<file path="src/logic/mfe_cfg.svh">
/*
 * Constants of the message-sequence frame engine: timing, checksum seed,
 * configuration field positions and buffer sizes.
 * Assumes it is included by bare name before any module that uses it.
 */
`ifndef MFE_CFG_SVH
`define MFE_CFG_SVH

// ****************************************************************
// Timing
// ****************************************************************
`define MFE_CLK_HZ        100000000
`define MFE_BAUD_COM3     230400
`define MFE_BAUD_COM2     38400
`define MFE_OVERSAMPLE    16
`define MFE_SAMPLE_PHASE  4'h7
`define MFE_LAST_PHASE    4'hF
`define MFE_GAP_BITS      4

// ****************************************************************
// Framing and checksum
// ****************************************************************
`define MFE_STOP_INDEX    4'hA
`define MFE_PARITY_INDEX  4'h9
`define MFE_CK_SEED       8'h52
`define MFE_TYPE_MASK     8'hC0

// ****************************************************************
// sequence_length_config fields
// ****************************************************************
`define MFE_CFG_CNT_LSB   0
`define MFE_CFG_OD2_LSB   4
`define MFE_CFG_OD1_LSB   6

// ****************************************************************
// Buffers
// ****************************************************************
`define MFE_BUF_OCTETS    15
`define MFE_FIFO_DEPTH    16

`endif

</file>
<file path="src/logic/mfe_pkg.sv">
/*
 * Types shared by the frame engine modules.
 * Assumes nothing of its surroundings.
 */
package mfe_pkg;

  typedef enum logic [2:0] {
    MFE_IDLE  = 3'b000,
    MFE_RBITS = 3'b001,
    MFE_RGAP  = 3'b010,
    MFE_WAIT  = 3'b011,
    MFE_TSEND = 3'b100
  } mfe_state_t;

endpackage

</file>
<file path="src/logic/mfe_line_filter.sv">
/*
 * Synchroniser and glitch filter for the incoming line level.
 * Assumes line_in is asynchronous and stable_max is on the clk domain.
 */
`timescale 1ns/10ps
`include "mfe_cfg.svh"

module mfe_line_filter #(
  parameter int CW = 8
) (
  input  wire logic          clk,
  input  wire logic          rst_n,
  input  wire logic          line_in,
  input  wire logic [CW-1:0] stable_max,
  output logic               line_out
);

  logic          sync1_r;
  logic          sync2_r;
  logic [CW-1:0] cnt_r;
  logic [CW-1:0] cnt_nxt;
  logic          out_r;
  logic          out_nxt;

  // ****************************************************************
  // Stability counter
  // ****************************************************************
  always_comb begin
    cnt_nxt = '0;
    out_nxt = out_r;
    if (sync2_r != out_r) begin
      if (cnt_r == stable_max) begin
        out_nxt = sync2_r;
      end else begin
        cnt_nxt = cnt_r + {{(CW-1){1'b0}}, 1'b1};
      end
    end
  end

  // Line idles low, so the filter starts low too
  always_ff @(posedge clk or negedge rst_n) begin
    if (!rst_n) begin
      sync1_r <= 1'b0;
      sync2_r <= 1'b0;
      cnt_r   <= '0;
      out_r   <= 1'b0;
    end else begin
      sync1_r <= line_in;
      sync2_r <= sync1_r;
      cnt_r   <= cnt_nxt;
      out_r   <= out_nxt;
    end
  end

  assign line_out = out_r;

endmodule

</file>
<file path="src/logic/mfe_fifo.sv">
/*
 * Reply-octet FIFO with valid/ready on both sides and a flush.
 * Assumes both sides run on clk; out_data is valid while out_valid is high.
 */
`timescale 1ns/10ps
`include "mfe_cfg.svh"

module mfe_fifo #(
  parameter int W     = 8,
  parameter int DEPTH = `MFE_FIFO_DEPTH
) (
  input  wire logic         clk,
  input  wire logic         rst_n,
  input  wire logic         flush,
  input  wire logic [W-1:0] in_data,
  input  wire logic         in_valid,
  output logic              in_ready,
  output logic [W-1:0]      out_data,
  output logic              out_valid,
  input  wire logic         out_ready
);

  localparam int AW = $clog2(DEPTH);
  localparam logic [AW-1:0] LAST  = AW'(DEPTH - 1);
  localparam logic [AW:0]   FULLC = (AW+1)'(DEPTH);

  logic [W-1:0]  mem_r [0:DEPTH-1];
  logic [AW-1:0] wp_r;
  logic [AW-1:0] wp_nxt;
  logic [AW-1:0] rp_r;
  logic [AW-1:0] rp_nxt;
  logic [AW:0]   cnt_r;
  logic [AW:0]   cnt_nxt;
  logic          rdy_r;
  logic          push;
  logic          pop;

  // ****************************************************************
  // Pointers and count
  // ****************************************************************
  always_comb begin
    push    = in_valid && rdy_r;
    pop     = out_ready && (cnt_r != '0);
    wp_nxt  = wp_r;
    rp_nxt  = rp_r;
    cnt_nxt = cnt_r;
    if (push) begin
      wp_nxt = (wp_r == LAST) ? '0 : wp_r + {{(AW-1){1'b0}}, 1'b1};
    end
    if (pop) begin
      rp_nxt = (rp_r == LAST) ? '0 : rp_r + {{(AW-1){1'b0}}, 1'b1};
    end
    if (push && !pop) begin
      cnt_nxt = cnt_r + {{AW{1'b0}}, 1'b1};
    end else if (pop && !push) begin
      cnt_nxt = cnt_r - {{AW{1'b0}}, 1'b1};
    end
    if (flush) begin
      wp_nxt  = '0;
      rp_nxt  = '0;
      cnt_nxt = '0;
    end
  end

  always_ff @(posedge clk or negedge rst_n) begin
    if (!rst_n) begin
      wp_r  <= '0;
      rp_r  <= '0;
      cnt_r <= '0;
      rdy_r <= 1'b1;
    end else begin
      wp_r  <= wp_nxt;
      rp_r  <= rp_nxt;
      cnt_r <= cnt_nxt;
      rdy_r <= (cnt_nxt != FULLC);
    end
  end

  always_ff @(posedge clk) begin
    if (push) begin
      mem_r[wp_r] <= in_data;
    end
  end

  assign in_ready  = rdy_r;
  assign out_valid = (cnt_r != '0);
  assign out_data  = mem_r[rp_r];

endmodule

</file>
<file path="src/logic/mfe_frame_engine.sv">
/*
 * Message-sequence frame engine: receives master frames, checks parity and
 * checksum, holds the message for the microcontroller and sends the reply.
 * Assumes all register-side ports are on REF_CLK; CQ_LINE_IN is asynchronous.
 */
// What this block does
// [RQ1] Direction comes from bit 7 of the first octet; one means master read.
// [RQ2] Sequence type comes from bits 7:6 of the second octet.
// [RQ3] Expected length from type and direction, with on-demand and count fields.
// [RQ4] Type 1 on-demand: 01 two, 10 eight; 00 uses count plus type 2 octets.
// [RQ5] Type 2 on-demand: 00 one, 01 two, 10 eight; 32 not supported.
// [RQ6] Four-bit count field gives type 2 read length and write base.
// [RQ7] Message buffer holds 15 octets; longer messages need single-octet mode. No such mode here: octets past the fifteenth are counted, not stored.
// [RQ8] Transmit checksum XORs all counted octets from 0x52; last octet checksum zero.
// [RQ9] Eight-bit XOR result is compacted to six bits by fixed XORs: pairs for the low four, alternate bits for the top two.
// [RQ10] Checksum fills low six bits of final octet; top two bits kept.
// [RQ11] Receive checksum from 0x52, type octet checksum bits zeroed, then compared.
// [RQ12] One select bit picks the line rate for both directions.
// [RQ13] Incoming line pulses shorter than a sixteenth bit are filtered out.
// [RQ14] First transition is frame reference; bits sampled mid-bit; fill count kept.
// [RQ15] After expected frames, check, set flags and raise an interrupt.
// [RQ16] Gap over four bits sets both flags and raises an interrupt.
// [RQ17] After reception wait until send or end is requested.
// [RQ18] Reply count plus send: frame each octet and insert the checksum.
// [RQ19] Reply drives the line push-pull, timed by the engine clock.
// [RQ20] Send or end clears the received and checksum flags.
// [RQ21] Reply start adds at most a sixteenth bit of alignment delay.
// [RQ22] Frame: start zero, eight data LSB first, even parity, stop one.
// [RQ23] Logical one is a low line level; the line idles low.
// [RQ24] Gap counter restarts after each stop bit and clears on a start.
// [RQ25] Parity errors report through the checksum error flag.
`timescale 1ns/10ps
`include "mfe_cfg.svh"

module mfe_frame_engine #(
  parameter int TICK_HI_CYC = `MFE_CLK_HZ / (`MFE_OVERSAMPLE * `MFE_BAUD_COM3),
  parameter int TICK_LO_CYC = `MFE_CLK_HZ / (`MFE_OVERSAMPLE * `MFE_BAUD_COM2)
) (
  input  wire logic       REF_CLK,
  input  wire logic       NRST,
  input  wire logic       CQ_LINE_IN,
  input  wire logic [7:0] SEQ_LEN_CFG,
  input  wire logic       BIT_RATE_SELECT,
  input  wire logic [3:0] RD_INDEX,
  input  wire logic [7:0] TX_DATA,
  input  wire logic       TX_VALID,
  output logic            TX_READY,
  input  wire logic [3:0] TX_COUNT,
  input  wire logic       SEND_REQUEST,
  input  wire logic       END_REQUEST,
  output logic [7:0]      RD_DATA,
  output logic [3:0]      BUFFER_FILL_COUNT,
  output logic            MASTER_READ,
  output logic            MESSAGE_RECEIVED_FLAG,
  output logic            CHECKSUM_ERROR_FLAG,
  output logic            MSG_IRQ,
  output logic            CQ_DRIVE_LEVEL,
  output logic            CQ_HS_ON,
  output logic            CQ_LS_ON
);

  localparam logic [7:0] TICK_HI   = 8'(TICK_HI_CYC - 1);
  localparam logic [7:0] TICK_LO   = 8'(TICK_LO_CYC - 1);
  localparam logic [6:0] GAP_TICKS = 7'(`MFE_GAP_BITS * `MFE_OVERSAMPLE + `MFE_OVERSAMPLE / 2);
  localparam logic [4:0] BUF_N     = 5'(`MFE_BUF_OCTETS);

  // ****************************************************************
  // Helper functions
  // ****************************************************************
  function automatic logic [5:0] compact(input logic [7:0] d);
    compact = {d[7] ^ d[5] ^ d[3] ^ d[1], d[6] ^ d[4] ^ d[2] ^ d[0],
               d[7] ^ d[6], d[5] ^ d[4], d[3] ^ d[2], d[1] ^ d[0]};  // [RQ9]
  endfunction

  function automatic logic [4:0] exp_len(input logic rd, input logic [1:0] typ,
                                         input logic [7:0] cfg);
    logic [4:0] m2;
    logic [4:0] f1;
    logic [4:0] f2;
    logic [1:0] od1;
    logic [1:0] od2;
    od1 = cfg[`MFE_CFG_OD1_LSB +: 2];
    od2 = cfg[`MFE_CFG_OD2_LSB +: 2];
    m2  = {1'b0, cfg[`MFE_CFG_CNT_LSB +: 4]};  // [RQ6]
    // Unsupported 32-octet width falls back to one octet
    f2  = (od2 == 2'b01) ? 5'h02 : (od2 == 2'b10) ? 5'h08 : 5'h01;  // [RQ5]
    f1  = (od1 == 2'b01) ? 5'h02 : 5'h08;  // [RQ4]
    case (typ)
      2'b00:   exp_len = rd ? 5'h02 : 5'h03;  // [RQ3]
      2'b01:   exp_len = (od1 == 2'b00) ? m2 + f2 : (rd ? 5'h02 : 5'h02 + f1);  // [RQ4]
      2'b10:   exp_len = rd ? m2 : m2 + f2;  // [RQ3]
      default: exp_len = 5'h02;
    endcase
  endfunction

  // ****************************************************************
  // Line filter and reply FIFO
  // ****************************************************************
  logic [7:0] tick_max;
  logic       line_f;
  logic       rx_bit;
  logic [7:0] fifo_data;
  logic       fifo_valid;
  logic       fifo_pop;
  logic       fifo_flush;

  assign tick_max = BIT_RATE_SELECT ? TICK_HI : TICK_LO;  // [RQ12]
  assign rx_bit   = ~line_f;  // [RQ23]

  mfe_line_filter #(
    .CW (8)
  ) u_filter (
    .clk        (REF_CLK),
    .rst_n      (NRST),
    .line_in    (CQ_LINE_IN),
    .stable_max (tick_max),  // [RQ13]
    .line_out   (line_f)
  );

  mfe_fifo #(
    .W     (8),
    .DEPTH (`MFE_FIFO_DEPTH)
  ) u_fifo (
    .clk       (REF_CLK),
    .rst_n     (NRST),
    .flush     (fifo_flush),
    .in_data   (TX_DATA),
    .in_valid  (TX_VALID),
    .in_ready  (TX_READY),
    .out_data  (fifo_data),
    .out_valid (fifo_valid),
    .out_ready (fifo_pop)
  );

  // ****************************************************************
  // State
  // ****************************************************************
  mfe_pkg::mfe_state_t st_r, st_nxt;
  logic [7:0]  tick_r,  tick_nxt;
  logic [3:0]  sub_r,   sub_nxt;
  logic [3:0]  idx_r,   idx_nxt;
  logic [7:0]  sh_r,    sh_nxt;
  logic        par_r,   par_nxt;
  logic        prev_r,  prev_nxt;
  logic [6:0]  gap_r,   gap_nxt;
  logic [4:0]  cnt_r,   cnt_nxt;
  logic [4:0]  exp_r,   exp_nxt;
  logic        dir_r,   dir_nxt;
  logic [1:0]  typ_r,   typ_nxt;
  logic [5:0]  rck_r,   rck_nxt;
  logic [7:0]  acc_r,   acc_nxt;
  logic        perr_r,  perr_nxt;
  logic        dat_r,   dat_nxt;
  logic        chk_r,   chk_nxt;
  logic        irq_r,   irq_nxt;
  logic        txa_r,   txa_nxt;
  logic [10:0] txs_r,   txs_nxt;
  logic [3:0]  left_r,  left_nxt;
  logic        lvl_r,   lvl_nxt;
  logic        hs_r,    hs_nxt;
  logic        ls_r,    ls_nxt;
  logic [7:0]  rd_r,    rd_nxt;
  logic [3:0]  fill_r,  fill_nxt;
  logic [7:0]  buf_r [0:`MFE_BUF_OCTETS-1];
  logic        buf_we;
  logic [3:0]  buf_wa;
  logic        tick;
  logic        set_dat;
  logic        set_chk;
  logic [4:0]  cnt_inc;
  logic [4:0]  need;
  logic [7:0]  oct;
  logic [7:0]  d;
  logic        perr_now;

  assign tick = (tick_r == tick_max);

  always_comb begin
    st_nxt   = st_r;
    tick_nxt = tick ? 8'h00 : tick_r + 8'h01;
    sub_nxt  = tick ? sub_r + 4'h1 : sub_r;
    idx_nxt  = idx_r;
    sh_nxt   = sh_r;
    par_nxt  = par_r;
    prev_nxt = rx_bit;
    gap_nxt  = gap_r;
    cnt_nxt  = cnt_r;
    exp_nxt  = exp_r;
    dir_nxt  = dir_r;
    typ_nxt  = typ_r;
    rck_nxt  = rck_r;
    acc_nxt  = acc_r;
    perr_nxt = perr_r;
    irq_nxt  = 1'b0;
    txa_nxt  = txa_r;
    txs_nxt  = txs_r;
    left_nxt = left_r;
    set_dat  = 1'b0;
    set_chk  = 1'b0;
    buf_we   = 1'b0;
    buf_wa   = cnt_r[3:0];
    fifo_pop   = 1'b0;
    fifo_flush = 1'b0;
    cnt_inc  = cnt_r + 5'h01;
    need     = exp_r;
    oct      = sh_r;
    d        = 8'h00;
    perr_now = par_r | ~rx_bit;
    case (st_r)
      mfe_pkg::MFE_IDLE, mfe_pkg::MFE_RGAP: begin
        if (st_r == mfe_pkg::MFE_RGAP && tick) begin
          gap_nxt = gap_r + 7'h01;
        end
        if (prev_r && !rx_bit) begin
          tick_nxt = 8'h00;  // [RQ14]
          sub_nxt  = 4'h0;
          idx_nxt  = 4'h0;
          par_nxt  = 1'b0;
          gap_nxt  = 7'h00;  // [RQ24]
          st_nxt   = mfe_pkg::MFE_RBITS;
          if (st_r == mfe_pkg::MFE_IDLE) begin
            cnt_nxt  = 5'h00;
            acc_nxt  = `MFE_CK_SEED;  // [RQ11]
            perr_nxt = 1'b0;
            exp_nxt  = 5'h1F;
          end
        end else if (st_r == mfe_pkg::MFE_RGAP && gap_r == GAP_TICKS) begin
          set_dat = 1'b1;  // [RQ16]
          set_chk = 1'b1;
          irq_nxt = 1'b1;
          st_nxt  = mfe_pkg::MFE_WAIT;
        end
      end
      mfe_pkg::MFE_RBITS: begin
        if (tick && sub_r == `MFE_SAMPLE_PHASE) begin
          if (idx_r == 4'h0 && rx_bit) begin
            // False start: a glitch that outlived the filter
            st_nxt = (cnt_r == 5'h00) ? mfe_pkg::MFE_IDLE : mfe_pkg::MFE_RGAP;
          end else if (idx_r != 4'h0 && idx_r < `MFE_PARITY_INDEX) begin
            sh_nxt  = {rx_bit, sh_r[7:1]};  // [RQ22]
            par_nxt = par_r ^ rx_bit;
          end else if (idx_r == `MFE_PARITY_INDEX) begin
            par_nxt = par_r ^ rx_bit;  // [RQ22]
          end else if (idx_r == `MFE_STOP_INDEX) begin
            perr_nxt = perr_r | perr_now;  // [RQ25]
            buf_we   = (cnt_r < BUF_N);  // [RQ7]
            cnt_nxt  = cnt_inc;  // [RQ14]
            if (cnt_r == 5'h00) begin
              dir_nxt = oct[7];  // [RQ1]
              acc_nxt = acc_r ^ oct;
            end else if (cnt_r == 5'h01) begin
              typ_nxt = oct[7:6];  // [RQ2]
              rck_nxt = oct[5:0];
              acc_nxt = acc_r ^ (oct & `MFE_TYPE_MASK);  // [RQ11]
              need    = exp_len(dir_r, oct[7:6], SEQ_LEN_CFG);  // [RQ3]
              exp_nxt = need;
            end else begin
              acc_nxt = acc_r ^ oct;
            end
            gap_nxt = 7'h00;  // [RQ24]
            st_nxt  = mfe_pkg::MFE_RGAP;
            if (cnt_inc >= 5'h02 && cnt_inc >= need) begin
              set_dat = 1'b1;  // [RQ15]
              set_chk = perr_nxt || (compact(acc_nxt) != rck_nxt) || (typ_nxt == 2'b11);
              irq_nxt = 1'b1;
              st_nxt  = mfe_pkg::MFE_WAIT;  // [RQ17]
            end
          end
        end
        if (tick && sub_r == `MFE_LAST_PHASE) begin
          idx_nxt = idx_r + 4'h1;
        end
      end
      mfe_pkg::MFE_WAIT: begin
        if (SEND_REQUEST) begin
          left_nxt = TX_COUNT;  // [RQ18]
          acc_nxt  = `MFE_CK_SEED;  // [RQ8]
          txa_nxt  = 1'b0;
          cnt_nxt  = 5'h00;
          st_nxt   = mfe_pkg::MFE_TSEND;
        end else if (END_REQUEST) begin
          fifo_flush = 1'b1;
          cnt_nxt    = 5'h00;
          st_nxt     = mfe_pkg::MFE_IDLE;  // [RQ17]
        end
      end
      mfe_pkg::MFE_TSEND: begin
        if (!txa_r) begin
          if (left_r == 4'h0) begin
            st_nxt = mfe_pkg::MFE_IDLE;
          end else if (fifo_valid) begin
            fifo_pop = 1'b1;
            d        = acc_r ^ fifo_data;  // [RQ8]
            acc_nxt  = d;
            oct      = (left_r == 4'h1) ? {fifo_data[7:6], compact(d)} : fifo_data;  // [RQ10]
            txs_nxt  = {1'b1, ^oct, oct, 1'b0};  // [RQ22]
            txa_nxt  = 1'b1;
            idx_nxt  = 4'h0;
            tick_nxt = 8'h00;  // [RQ21]
            sub_nxt  = 4'h0;
          end
        end else if (tick && sub_r == `MFE_LAST_PHASE) begin
          if (idx_r == `MFE_STOP_INDEX) begin
            txa_nxt  = 1'b0;
            left_nxt = left_r - 4'h1;
          end else begin
            txs_nxt = {1'b1, txs_r[10:1]};
            idx_nxt = idx_r + 4'h1;
          end
        end
      end
      default: begin
        st_nxt = mfe_pkg::MFE_IDLE;
      end
    endcase
  end

  // ****************************************************************
  // Flags, line drive and read port
  // ****************************************************************
  always_comb begin
    // A new event outranks a clear arriving in the same cycle
    dat_nxt = (dat_r & ~(SEND_REQUEST | END_REQUEST)) | set_dat;  // [RQ20]
    chk_nxt = (chk_r & ~(SEND_REQUEST | END_REQUEST)) | set_chk;  // [RQ20]
    if (st_r == mfe_pkg::MFE_TSEND) begin
      lvl_nxt = txa_r ? ~txs_r[0] : 1'b0;  // [RQ23]
      hs_nxt  = lvl_nxt;  // [RQ19]
      ls_nxt  = ~lvl_nxt;
    end else begin
      lvl_nxt = 1'b0;
      hs_nxt  = 1'b0;
      ls_nxt  = 1'b0;
    end
    rd_nxt = (RD_INDEX < 4'(`MFE_BUF_OCTETS)) ? buf_r[RD_INDEX] : 8'h00;
    fill_nxt = (cnt_nxt > BUF_N) ? 4'hF : cnt_nxt[3:0];
  end

  always_ff @(posedge REF_CLK or negedge NRST) begin
    if (!NRST) begin
      st_r   <= mfe_pkg::MFE_IDLE;
      tick_r <= 8'h00;
      sub_r  <= 4'h0;
      idx_r  <= 4'h0;
      sh_r   <= 8'h00;
      par_r  <= 1'b0;
      prev_r <= 1'b1;
      gap_r  <= 7'h00;
      cnt_r  <= 5'h00;
      exp_r  <= 5'h1F;
      dir_r  <= 1'b0;
      typ_r  <= 2'b00;
      rck_r  <= 6'h00;
      acc_r  <= `MFE_CK_SEED;
      perr_r <= 1'b0;
      dat_r  <= 1'b0;
      chk_r  <= 1'b0;
      irq_r  <= 1'b0;
      txa_r  <= 1'b0;
      txs_r  <= 11'h7FF;
      left_r <= 4'h0;
      lvl_r  <= 1'b0;
      hs_r   <= 1'b0;
      ls_r   <= 1'b0;
      rd_r   <= 8'h00;
      fill_r <= 4'h0;
    end else begin
      st_r   <= st_nxt;
      tick_r <= tick_nxt;
      sub_r  <= sub_nxt;
      idx_r  <= idx_nxt;
      sh_r   <= sh_nxt;
      par_r  <= par_nxt;
      prev_r <= prev_nxt;
      gap_r  <= gap_nxt;
      cnt_r  <= cnt_nxt;
      exp_r  <= exp_nxt;
      dir_r  <= dir_nxt;
      typ_r  <= typ_nxt;
      rck_r  <= rck_nxt;
      acc_r  <= acc_nxt;
      perr_r <= perr_nxt;
      dat_r  <= dat_nxt;
      chk_r  <= chk_nxt;
      irq_r  <= irq_nxt;
      txa_r  <= txa_nxt;
      txs_r  <= txs_nxt;
      left_r <= left_nxt;
      lvl_r  <= lvl_nxt;
      hs_r   <= hs_nxt;
      ls_r   <= ls_nxt;
      rd_r   <= rd_nxt;
      fill_r <= fill_nxt;
    end
  end

  // Octets past the fifteenth are counted and checked but not stored
  always_ff @(posedge REF_CLK) begin
    if (buf_we) begin
      buf_r[buf_wa] <= sh_r;  // [RQ7]
    end
  end

  assign RD_DATA               = rd_r;
  assign BUFFER_FILL_COUNT     = fill_r;
  assign MASTER_READ           = dir_r;
  assign MESSAGE_RECEIVED_FLAG = dat_r;
  assign CHECKSUM_ERROR_FLAG   = chk_r;
  assign MSG_IRQ               = irq_r;
  assign CQ_DRIVE_LEVEL        = lvl_r;
  assign CQ_HS_ON              = hs_r;
  assign CQ_LS_ON              = ls_r;

endmodule

</file>
<file path="config.mk">
export PLATFORM = sky130hd
export DESIGN_NAME = mfe_frame_engine
export DESIGN_NICKNAME = d
export VERILOG_FILES = /design/src/logic/mfe_pkg.sv /design/src/logic/mfe_line_filter.sv /design/src/logic/mfe_fifo.sv /design/src/logic/mfe_frame_engine.sv
export VERILOG_INCLUDE_DIRS = /design/src /design/src/logic
export SDC_FILE = /design/constraint.sdc
export NUM_CORES = 1
export LEC_CHECK = 0
export BUFFER_PORTS_ARGS = -buffer_cell sky130_fd_sc_hd__clkbuf_2
export CORE_ASPECT_RATIO = 1.1
export CORE_UTILIZATION = 35
export DETAILED_ROUTE_END_ITERATION = 6
export GPL_TIMING_DRIVEN = 0
export PLACE_DENSITY_LB_ADDON = 0.3
export RECOVER_POWER = 50
export SYNTH_ARGS = -nofsm -noshare
export SYNTH_HDL_FRONTEND = slang
export SYNTH_SLANG_ARGS = --single-unit
</file>
<file path="constraint.sdc">
create_clock -name REF_CLK -period 3.7 [get_ports REF_CLK]
set_clock_uncertainty 0.1 [all_clocks]
set_input_delay 1.11 -clock REF_CLK [delete_from_list [all_inputs] [get_ports REF_CLK]]
set_output_delay 1.11 -clock REF_CLK [all_outputs]
set_load 0.02 [all_outputs]
</file>
==> flow_summary.toml, run 1 <==
[detailed_routing]
vias = 9948
wl_per_cell_um = 18.88
viasPerCell = 5.107
dr.pass1.iters = 7
final_antenna_net_count = 0
remaining_drc_errors = 0
first_iter_violations = 668
drt_wl_total_um = 36780

[finish]
stdcell_area_mm2 = 0.01953
num-fill-cells = 4364
syn_to_final_growth_pct = 16.59
num_antenna_cells = 0
nets = 1345
drive_above_1_share_pct = 22.04
finalNonFillerCells = 1948

[synthesis]
synth_top_flop_cell = "edfxtp_1"
avgSynthCellArea_um2 = 14.20
ys_seq_area_share_pct = 62.68
synthArstFlopShare_pct = 32.79
synth_edf_count = 248
syn_area_mm2 = 0.01675
synth.net_count = 1246
yosysWarnings = 0
ys_seq_elements = 369
synth_cell_types = 68
syn_inst = 1180

[critical_path]
crit_path_max_fanout = 8
rrSetupSlack_ns = 0.22
worst_setup_path_end_kind = "flop"
r2r_cells = 12
setup.worst_path.start = "BIT_RATE_SELECT"
r2r-start = "u_fifo.rp_r[3]"
worst_setup_path_start_kind = "input port"
crit_path_end = "buf_r[2][7]"
path_class = "in2reg"
cp.arrival_ns = 3.63
worstPathRequired_ns = 3.80
worstReg2RegEnd = "txs_r[9]"

[floorplanning]
dieArea_mm2 = 0.04874
die_h_um = 231.4
io_pins = 51
rows = 83
coreArea_mm2 = 0.04694
start_util_pct = 35.69
die_w_um = 210.6

[min_path]
min_from = "u_filter.sync1_r"
hold_path.class = "reg2reg"

[place]
dpl-instance-area_mm2 = 0.01795
gp_congestion = 0.8199
dp_hpwl_um = 24860
place_inst = 1870
port_buffers = 47

[grt]
antenna_found_initial = 0
grtUsageTotal_pct = 15.46
grt_first_pass_wirelength_um = 57870
grt_overflow = 0
grt_pass1_vias = 10024
grt_max_degree = 101

[clock_network]
clkTransAtPathRegs_ns = 0.06
htree_levels = 2
root_buffer = "clkbuf_16"
cts_made_buffers = 40
numClockSinks = 369
ctsHoldBuffers = 0
clockBufferDepth = 3
cts_tree = "yes"
clock_latency_ns = 0.58

[sta]
finalCritPeriodShare_pct = 95.41
rsz0062_at_grt = "yes"
max_freq_mhz = 283.3
period_needed_ns = 3.530
hold_viol = 0
worst_slew_pin_slew_ns = 1.444
setup_viol = 0
maxSlewViolCount = 0
slew_headroom_pct = 3.756

[flow_run]
cap_viol_max_count = 0

[power_and_ir_drop]
cellLeakagePower_nw = 7.522
power_density_mw_per_mm2 = 502.0
ir_worst_vdd_v = 0.0004222

[run_status]
status = "complete, no violations"
metrics by stage:
step / total power [mW] / utilization (%) / setup WS, ns / hold WS, ns / setup TNS (ns)
after floorplan: 5.324 / - / -0.09732 / 0.2312 / -2.404
after global routing: 10.16 / 41.61 / -0.01554 / 0.2802 / -0.06240
after detailed placement: 5.611 / 38.23 / -1.066 / 0.2571 / -105.74
final: 9.805 / 41.61 / 0.1697 / 0.2657 / 0
after CTS: 9.919 / 41.40 / -0.08749 / 0.2704 / -2.647
after global placement: 5.551 / 37.98 / -1.559 / 0.2434 / -187.44
metal layers:
| metal | vias to the layer above | GRT usage (%) | wire (µm) |
|---|---|---|---|
| met1 | 5043 | 19.83 | 15940 |
| li1 | 4641 | - | - |
| met2 | 204 | 26.45 | 18440 |
| met4 | 0 | 4.552 | 788 |
| met3 | 60 | 2.967 | 1614 |
| met5 | - | 0 | 0 |
final cells by class:
class                           count  area (µm²)  area share, %
Tap cell                          637       797.0          4.081
Clock buffer                       52        1076          5.510
Sequential cell                   369       10510          53.80
Buffer                             52       257.7          1.320
Timing Repair Buffer               60       341.6          1.749
Multi-Input combinational cell    730        6118          31.33
Clock inverter                     22       331.6          1.698
Inverter                           26       100.1         0.5125
cells in the mapped netlist (all sizes together), types with 4 or more instances:
cell | number | area share, %
nand2b | 13 | 0.49
o31ai | 14 | 0.63
clkbuf | 38 | 0.85
buf | 17 | 0.60
a32oi | 8 | 0.42
nor2 | 101 | 2.3
a21o | 6 | 0.27
o21ai | 67 | 2.0
mux2i | 34 | 2.1
dfrtp | 101 | 15
nand4 | 7 | 0.26
nor4 | 5 | 0.19
a21oi | 35 | 1.0
a31oi | 11 | 0.41
mux4 | 66 | 9.0
xor2 | 27 | 1.4
or3 | 6 | 0.22
ha | 34 | 2.5
o211ai | 5 | 0.22
xnor3 | 6 | 0.81
nand3 | 19 | 0.57
nand2 | 93 | 2.1
xnor2 | 37 | 2.0
a22oi | 4 | 0.18
nand3b | 6 | 0.27
inv | 26 | 0.58
and3 | 10 | 0.37
edfxtp | 248 | 44
dfstp | 20 | 3.1
mux2 | 22 | 1.5
or2 | 7 | 0.26
a211oi | 5 | 0.22
nor3b | 7 | 0.34
nor3 | 21 | 0.63
nor2b | 17 | 0.65
flip-flops by register name, indices dropped and copies added (netlist names), 2 cells and up:
signal             flops
BUFFER_FILL_COUNT      4
RD_DATA                8
acc_r                  8
buf_r                120
cnt_r                  5
exp_r                  5
gap_r                  7
idx_r                  4
left_r                 4
rck_r                  6
sh_r                   8
st_r                   3
sub_r                  4
tick_r                 8
txs_r                 10
typ_r                  2
u_fifo.cnt_r           5
u_fifo.mem_r         128
u_fifo.rp_r            4
u_fifo.wp_r            4
u_filter.cnt_r         8
report_power, final:
group,total [mW],internal (mW),leakage [nW],switching (mW)
clock network,4.28,2.57,0.675,1.71
registers,4.79,4.64,4.02,0.143
logic,0.737,0.280,2.83,0.457
how the worst min path moves through the flow:
| stage | endpoint | slack, ns | cells after the start |
|---|---|---|---|
| CTS | u_filter.sync2_r | 0.27 | 0 |
| floorplan | u_filter.sync2_r | 0.23 | 0 |
| detailed placement | u_filter.sync2_r | 0.26 | 0 |
| global placement | u_filter.sync2_r | 0.24 | 0 |
| global route | u_filter.sync2_r | 0.28 | 0 |
| finish | u_filter.sync2_r | 0.27 | 0 |
layout by cell type (no fill, tap or decap), types with 19 or more instances in the layout:
master and instances:
edfxtp_1 248, dfrtp_1 95, nor2_1 92, nand2_1 91
o21ai_0 63, mux4_2 62, clkbuf_1 51, clkbuf_16 40
clkbuf_2 39, xnor2_1 36, a21oi_1 34, ha_1 31
mux2i_1 29, xor2_1 27, inv_1 25, mux2_2 22
dfstp_2 20, nand3_1 19
cells by family (layout without fill, tap and decap cells):
family	after synthesis	in the layout	synth area share, %
and+or+nand+nor	325	325	9.232
DFF	369	369	62.68
xor gates and xnor gates	70	70	4.198
muxes	122	122	12.55
adders and majority gates	35	35	2.659
AOI/OAI and AO/OA	178	178	6.648
buffers and inverters	81	212	2.032
critical path, cell delays in order:
cell and delay (ns):
clkbuf_2 0.13, nor3b_1 0.24, nand4_1 0.19, a211o_1 0.39
nor4_4 0.34, nand2_2 0.22, nor2_1 0.26, nand2_1 0.29
nor3_4 0.46
repair_timing:
action,in CTS,in global routing
resized for setup,22,28
endpoints found under the setup margin,106,106
setup buffers,1,6
pin swaps,1,3
Note: power is estimated with default switching activity, not from simulation.
==> run 2: changes to the inputs <==
Settings changed: CTS_BUF_LIST set to sky130_fd_sc_hd__clkbuf_2.
==> run 2 against run 1 <==
  * Power shrank 15%
  * Critical path depth grew 3
  * Non-clock buffer count rose by 1
  * Global-route usage grew 0.30 points
  * Sequential share of layout area rose by 1.3 points
  * Register-to-register slack got worse by 0.03 ns
  * Critical path type is now reg2reg
  * Critical endpoint is now txs_r[9]
  * Largest cell class unchanged
==> flow_summary.toml, run 2 (synthesis gave the netlist of run 1 again) <==
[run_status]
status = "complete, no violations"

[grt]
grt_max_degree = 101
grt_overflow = 0
antenna_found_initial = 2
grtUsageTotal_pct = 15.76
grt_pass1_vias = 10528
grt_first_pass_wirelength_um = 58700

[place]
place_inst = 1870
dp_hpwl_um = 24860
gp_congestion = 0.8199
port_buffers = 47

[floorplanning]
coreArea_mm2 = 0.04694
die_h_um = 231.4
dieArea_mm2 = 0.04874
die_w_um = 210.6
rows = 83
io_pins = 51
start_util_pct = 35.69

[critical_path]
cp.arrival_ns = 4.35
path_class = "reg2reg"
slowest_delay_ns = 0.46
worst_setup_path_start_kind = "flop"
path_cells = "buf_4 -> buf_4 -> clkbuf_4 -> mux4_2 -> mux2i_2 -> mux2i_4 -> xor2_2 -> xnor2_1 -> mux2i_1 -> xnor3_1 -> xnor3_1 -> a21oi_1"
worstPathRequired_ns = 4.54
crit_path_max_fanout = 10
worst_setup_path_end_kind = "flop"
worst_path_max_delay_cell = "dfrtp_2"

[clock_network]
cts_made_buffers = 93
numClockSinks = 369
clockBufferDepth = 3
clock_latency_ns = 1.04
clkTransAtPathRegs_ns = 0.12
cts_tree = "yes"
root_buffer = "clkbuf_2"
htree_levels = 3

[sta]
rsz0062_at_grt = "no"
max_freq_mhz = 285.1
worst_slew_pin_slew_ns = 1.366
period_needed_ns = 3.507
maxSlewViolCount = 0
finalCritPeriodShare_pct = 94.79
hold_viol = 0
slew_headroom_pct = 8.901
whs_ns = 0.1618
setup_viol = 0

[finish]
final_common_cell = "edfxtp_1"
nets = 1399
syn_to_final_growth_pct = 13.73
finalNonFillerCells = 2052
final_cell_mix = "edfxtp_1, clkbuf_2, dfrtp_1"
regMostFlops = "u_fifo.mem_r"
drive_above_1_share_pct = 25.85
reg_top3 = "u_fifo.mem_r x128, buf_r x120, txs_r x10"
largest_reg_flops = 128

[detailed_routing]
vias = 10261
dr.pass1.iters = 5
final_antenna_net_count = 0
wl_per_cell_um = 18.09
viasPerCell = 5.000
first_iter_violations = 522
drt_wl_total_um = 37110
remaining_drc_errors = 0

[power_and_ir_drop]
power_density_mw_per_mm2 = 434.9
finalPower_mw = 8.286
cellLeakagePower_nw = 7.524
ir_worst_vdd_v = 0.0003175

[min_path]
hold_path.class = "in2reg"

[flow_run]
cap_viol_max_count = 0
run 2: cell count changes in the layout (fill, tap and decap cells not counted), moves of 6 or more:
cell / delta
clkbuf_16: -40
clkbuf_2: +138
clkinv_1: +29
bufinv_16: -6
clkbuf_1: -8
run 2: per-layer routing:
metal / vias to the layer above / wire length, µm / track usage [%]
li1: 4823 / - / -
met1: 5119 / 15560 / 19.03
met2: 247 / 18750 / 26.93
met3: 72 / 1915 / 3.997
met4: 0 / 890 / 6.137
met5: - / 0 / 0
run 2: through the flow:
step,util (%),setup WS (ns),instance area [µm²],setup TNS (ns)
2_1_floorplan,-,-0.09732,16790,-2.404
5_1_grt,40.59,0.006220,19050,0
3_3_place_gp,37.98,-1.559,17830,-187.44
3_5_place_dp,38.23,-1.066,17950,-105.74
4_1_cts,40.31,-0.1076,18920,-1.019
6_report,40.59,0.1928,19050,0
run 2: layout make-up:
class | count | area [µm²]
multi-input cells | 730 | 6120
clock buffers | 138 | 690.7
flip-flops and latches | 369 | 10510
plain buffers | 52 | 254.0
fillers | 4500 | 27890
well taps | 637 | 797.0
repair buffers | 61 | 396.6
inverters | 26 | 100.1
clock inverters | 36 | 180.2
diodes | 3 | 7.507
run 2: path summary, 6_finish.rpt:
kind,start,to,slack (ns),depth (start not counted)
worst min register to register,u_filter.sync1_r,u_filter.sync2_r,0.28,0
min in group asynchronous,NRST,RD_DATA[7],0.80,2
worst max register to register,u_fifo.rp_r[3],txs_r[9],0.19,12
worst min-delay path,CQ_LINE_IN,u_filter.sync1_r,0.16,1
max in group asynchronous,NRST,u_fifo.rp_r[3],1.47,3
worst max-delay path,u_fifo.rp_r[3],txs_r[9],0.19,12
run 2: power breakdown:
| group | leakage [nW] | internal, mW | switching [mW] |
|---|---|---|---|
| logic | 2.85 | 0.283 | 0.457 |
| clock network | 0.652 | 1.08 | 1.68 |
| registers | 4.02 | 4.63 | 0.144 |
run 2: worst max-delay path: cells and delay by family, from the launching register on:
family,cells,cell delay [ns]
AO/OA/AOI/OAI,1,0.16
flip-flops,1,0.46
XOR/XNOR,4,1.06
multiplexers,4,0.97
buffers and inverters,3,0.72
run 2: repair_timing:
| item | 4_1_cts | 5_1_grt |
|---|---|---|
| gates resized for setup | 22 | 22 |
| pin swaps | 1 | 5 |
| hold buffers | 1 | 0 |
| cloned | 0 | 0 |
| endpoints found under the setup margin | 104 | 104 |
| endpoints found under the hold margin | 16 | 0 |
| buffers inserted | 2 | 5 |
==> run 3: changes to the inputs <==
Settings changed: ABC_AREA set to 1, PLACE_DENSITY set to 0.63, PLACE_DENSITY_LB_ADDON 0.3 to unset.
==> run 3 against run 2 <==
  * The flow now finishes with violations (capacitance limit, slew limit)
  * Register-to-register slack worse by 0.03 ns
  * Routed wire length is 16% higher
  * Synthesized cell count is 57% higher
  * Global-route usage is 1.4 points higher
  * Die area is 5.5% higher
  * Sequential power hardly changed
  * Non-clock buffer count is 7 higher
  * Maximum frequency is 0.77% lower
  * Sequential share of layout area is 2.1 points lower
  * Core utilization is 0.87 points lower
  * Final area is 4.1% higher
==> flow_summary.toml, run 3 <==
[run_status]
status = "finished with violations"
violations = "capacitance limit, slew limit"

[grt]
grt_first_pass_wirelength_um = 68900
grt_overflow = 0
grt_pass1_vias = 13294
grtUsageTotal_pct = 17.18
grt_max_degree = 113
antenna_found_initial = 2

[synthesis]
synth_area_leaders = "edfxtp_1, dfrtp_1, nand2_1"
synth.net_count = 1915
synth_top_area_cell = "edfxtp_1"
ys_seq_area_share_pct = 59.41
yosysMostFrequentCell = "nand2_1"
synth_top_flop_cell = "edfxtp_1"
syn_area_mm2 = 0.01767
avgSynthCellArea_um2 = 9.559
synthArstFlopShare_pct = 32.79
synth_cell_types = 56
ys_top_cells_by_count = "nand2_1, edfxtp_1, inv_1, nor2_1, nand3_1"
synth_edf_count = 248
yosysWarnings = 0
yosys.area.top_type_share_pct = 42.14
syn_inst = 1849
ys_seq_elements = 369

[place]
port_buffers = 49
gp_congestion = 0.8725
place_inst = 2559
dp_worst_setup_slack_ns = -0.8408
dp_hpwl_um = 29980
dpl-instance-area_mm2 = 0.01882

[finish]
drive_above_1_share_pct = 14.01
regMostFlops = "u_fifo.mem_r"
finalNonFillerCells = 2746
seq_area_mm2 = 0.01051
syn_to_final_growth_pct = 12.20
largest_reg_flops = 128
multiInputGateArea_mm2 = 0.006086
reg_top3 = "u_fifo.mem_r x128, buf_r x120, txs_r x10"
stdcell_area_mm2 = 0.01983
nets = 2073
num-fill-cells = 4995
final_common_cell = "nand2_1"
finish.utilization_pct = 39.72
final_cell_mix = "nand2_1, edfxtp_1, inv_1"

[floorplanning]
die_w_um = 216.3
rows = 86
dieArea_mm2 = 0.05140
die_h_um = 237.7
start_util_pct = 35.40
io_pins = 51
coreArea_mm2 = 0.04993

[sta]
max_freq_mhz = 282.9
finalSetupTns_ns = 0
maxSlewViolCount = 113
slew_headroom_pct = -5.356
setup_viol = 0
rsz0062_at_grt = "no"
finalCritPeriodShare_pct = 95.52
worst_slew_pin_slew_ns = 1.580
hold_viol = 0
whs_ns = 0.1976
worst_slack_ns = 0.1657
period_needed_ns = 3.534

[critical_path]
slowest_delay_ns = 0.42
crit_top_cell = "o21a_1"
worstReg2RegEnd = "MESSAGE_RECEIVED_FLAG"
worst_setup_path_end_kind = "flop"
worstPathRequired_ns = 4.62
worst_setup_path_start_kind = "flop"
rrSetupSlack_ns = 0.17
path_class = "reg2reg"
r2r-start = "cnt_r[0]"
worst_path_max_delay_cell = "dfrtp_2"
cp.arrival_ns = 4.45
path_cells = "inv_1 -> ha_1 -> inv_1 -> nand4_4 -> inv_2 -> clkbuf_4 -> o21ai_1 -> a211oi_2 -> a21oi_1 -> ha_1 -> o21a_1 -> o21a_1 -> o21a_1 -> o21a_1 -> o211ai_1 -> o22ai_1 -> a21o_1"
path_buf_inv = 4
r2r_cells = 17
crit_path_max_fanout = 10
crit_family = "compound AO/OA/AOI/OAI gates"

[power_and_ir_drop]
ir_worst_vdd_v = 0.0003406
finalPower_mw = 8.493
cellLeakagePower_nw = 8.763
power_density_mw_per_mm2 = 428.3

[detailed_routing]
drt_wl_total_um = 43180
dr.pass1.iters = 5
first_iter_violations = 1037
vias = 13250
viasPerCell = 4.825
remaining_drc_errors = 0
wl_per_cell_um = 15.72
final_antenna_net_count = 0

[clock_network]
cts_made_buffers = 94
htree_levels = 3
clockBufferDepth = 3
cts_tree = "yes"
root_buffer = "clkbuf_2"
clock_latency_ns = 1.11
clkTransAtPathRegs_ns = 0.12
numClockSinks = 369

[min_path]
holdPathEnd = "left_r[1]"
min_from = "TX_COUNT[1]"
hold_depth = 3
hold_path.class = "in2reg"

[flow_run]
cap_viol_max_count = 1
-- run 3: logic make-up (layout without fill, tap and decap cells) --
family	after synthesis	in the layout	synth area share (%)
buffers and inverters	277	505	6.548
muxes	9	9	0.5380
DFF	369	369	59.41
adders and majority gates	35	35	2.520
other	0	9	0
and+or+nand+nor	861	861	20.40
xor gates and xnor gates	45	45	2.230
AOI/OAI and AO/OA	253	253	8.361
-- run 3: area by class of cell --
class,count,area share (%)
diodes,9,0.1136
plain buffers,58,1.710
clock buffers,124,3.130
clock inverters,42,1.344
inverters,219,4.208
multi-input cells,1203,30.69
flip-flops and latches,369,53.00
well taps,660,4.164
repair buffers,62,1.640
-- run 3: what timing repair did --
action                     CTS  global route
pin swaps                    1             3
hold buffers                 2             0
resized for setup           14            11
setup endpoints to repair   56           109
hold endpoints to repair    61             0
gates cloned                 0             0
buffers inserted             2             8
-- run 3: worst max-delay path by stage --
stage / from / cells after the start / to / slack (ns)
finish: cnt_r[0] / 17 / MESSAGE_RECEIVED_FLAG / 0.17
global route: cnt_r[0] / 17 / st_r[0] / 0.002
CTS: st_r[2] / 10 / buf_r[6][5] / -0.04
detailed placement: SEQ_LEN_CFG[4] / 16 / MESSAGE_RECEIVED_FLAG / -0.84
global placement: SEQ_LEN_CFG[4] / 16 / MESSAGE_RECEIVED_FLAG / -0.83
floorplan: SEQ_LEN_CFG[4] / 15 / st_r[0] / -0.12
-- run 3: power by group --
group / switching (mW) / internal (mW) / leakage [nW]
clock: 1.72 / 1.14 / 0.637
sequential: 0.147 / 4.63 / 3.96
combinational: 0.574 / 0.276 / 4.17
-- run 3: routing by layer --
metal  share of wire, %  GRT usage (%)
met1                 41          19.73
met2                 51          29.93
met3                5.4          3.877
met4                3.3          8.685
met5                  0              0
-- run 3: worst register-to-register path, delay by kind of cell (launching register included) --
kind	cells	cell delay, ns
compound gates	10	1.82
fa+ha+maj	2	0.50
buf+inv	4	0.47
flops	1	0.42
simple gates	1	0.16
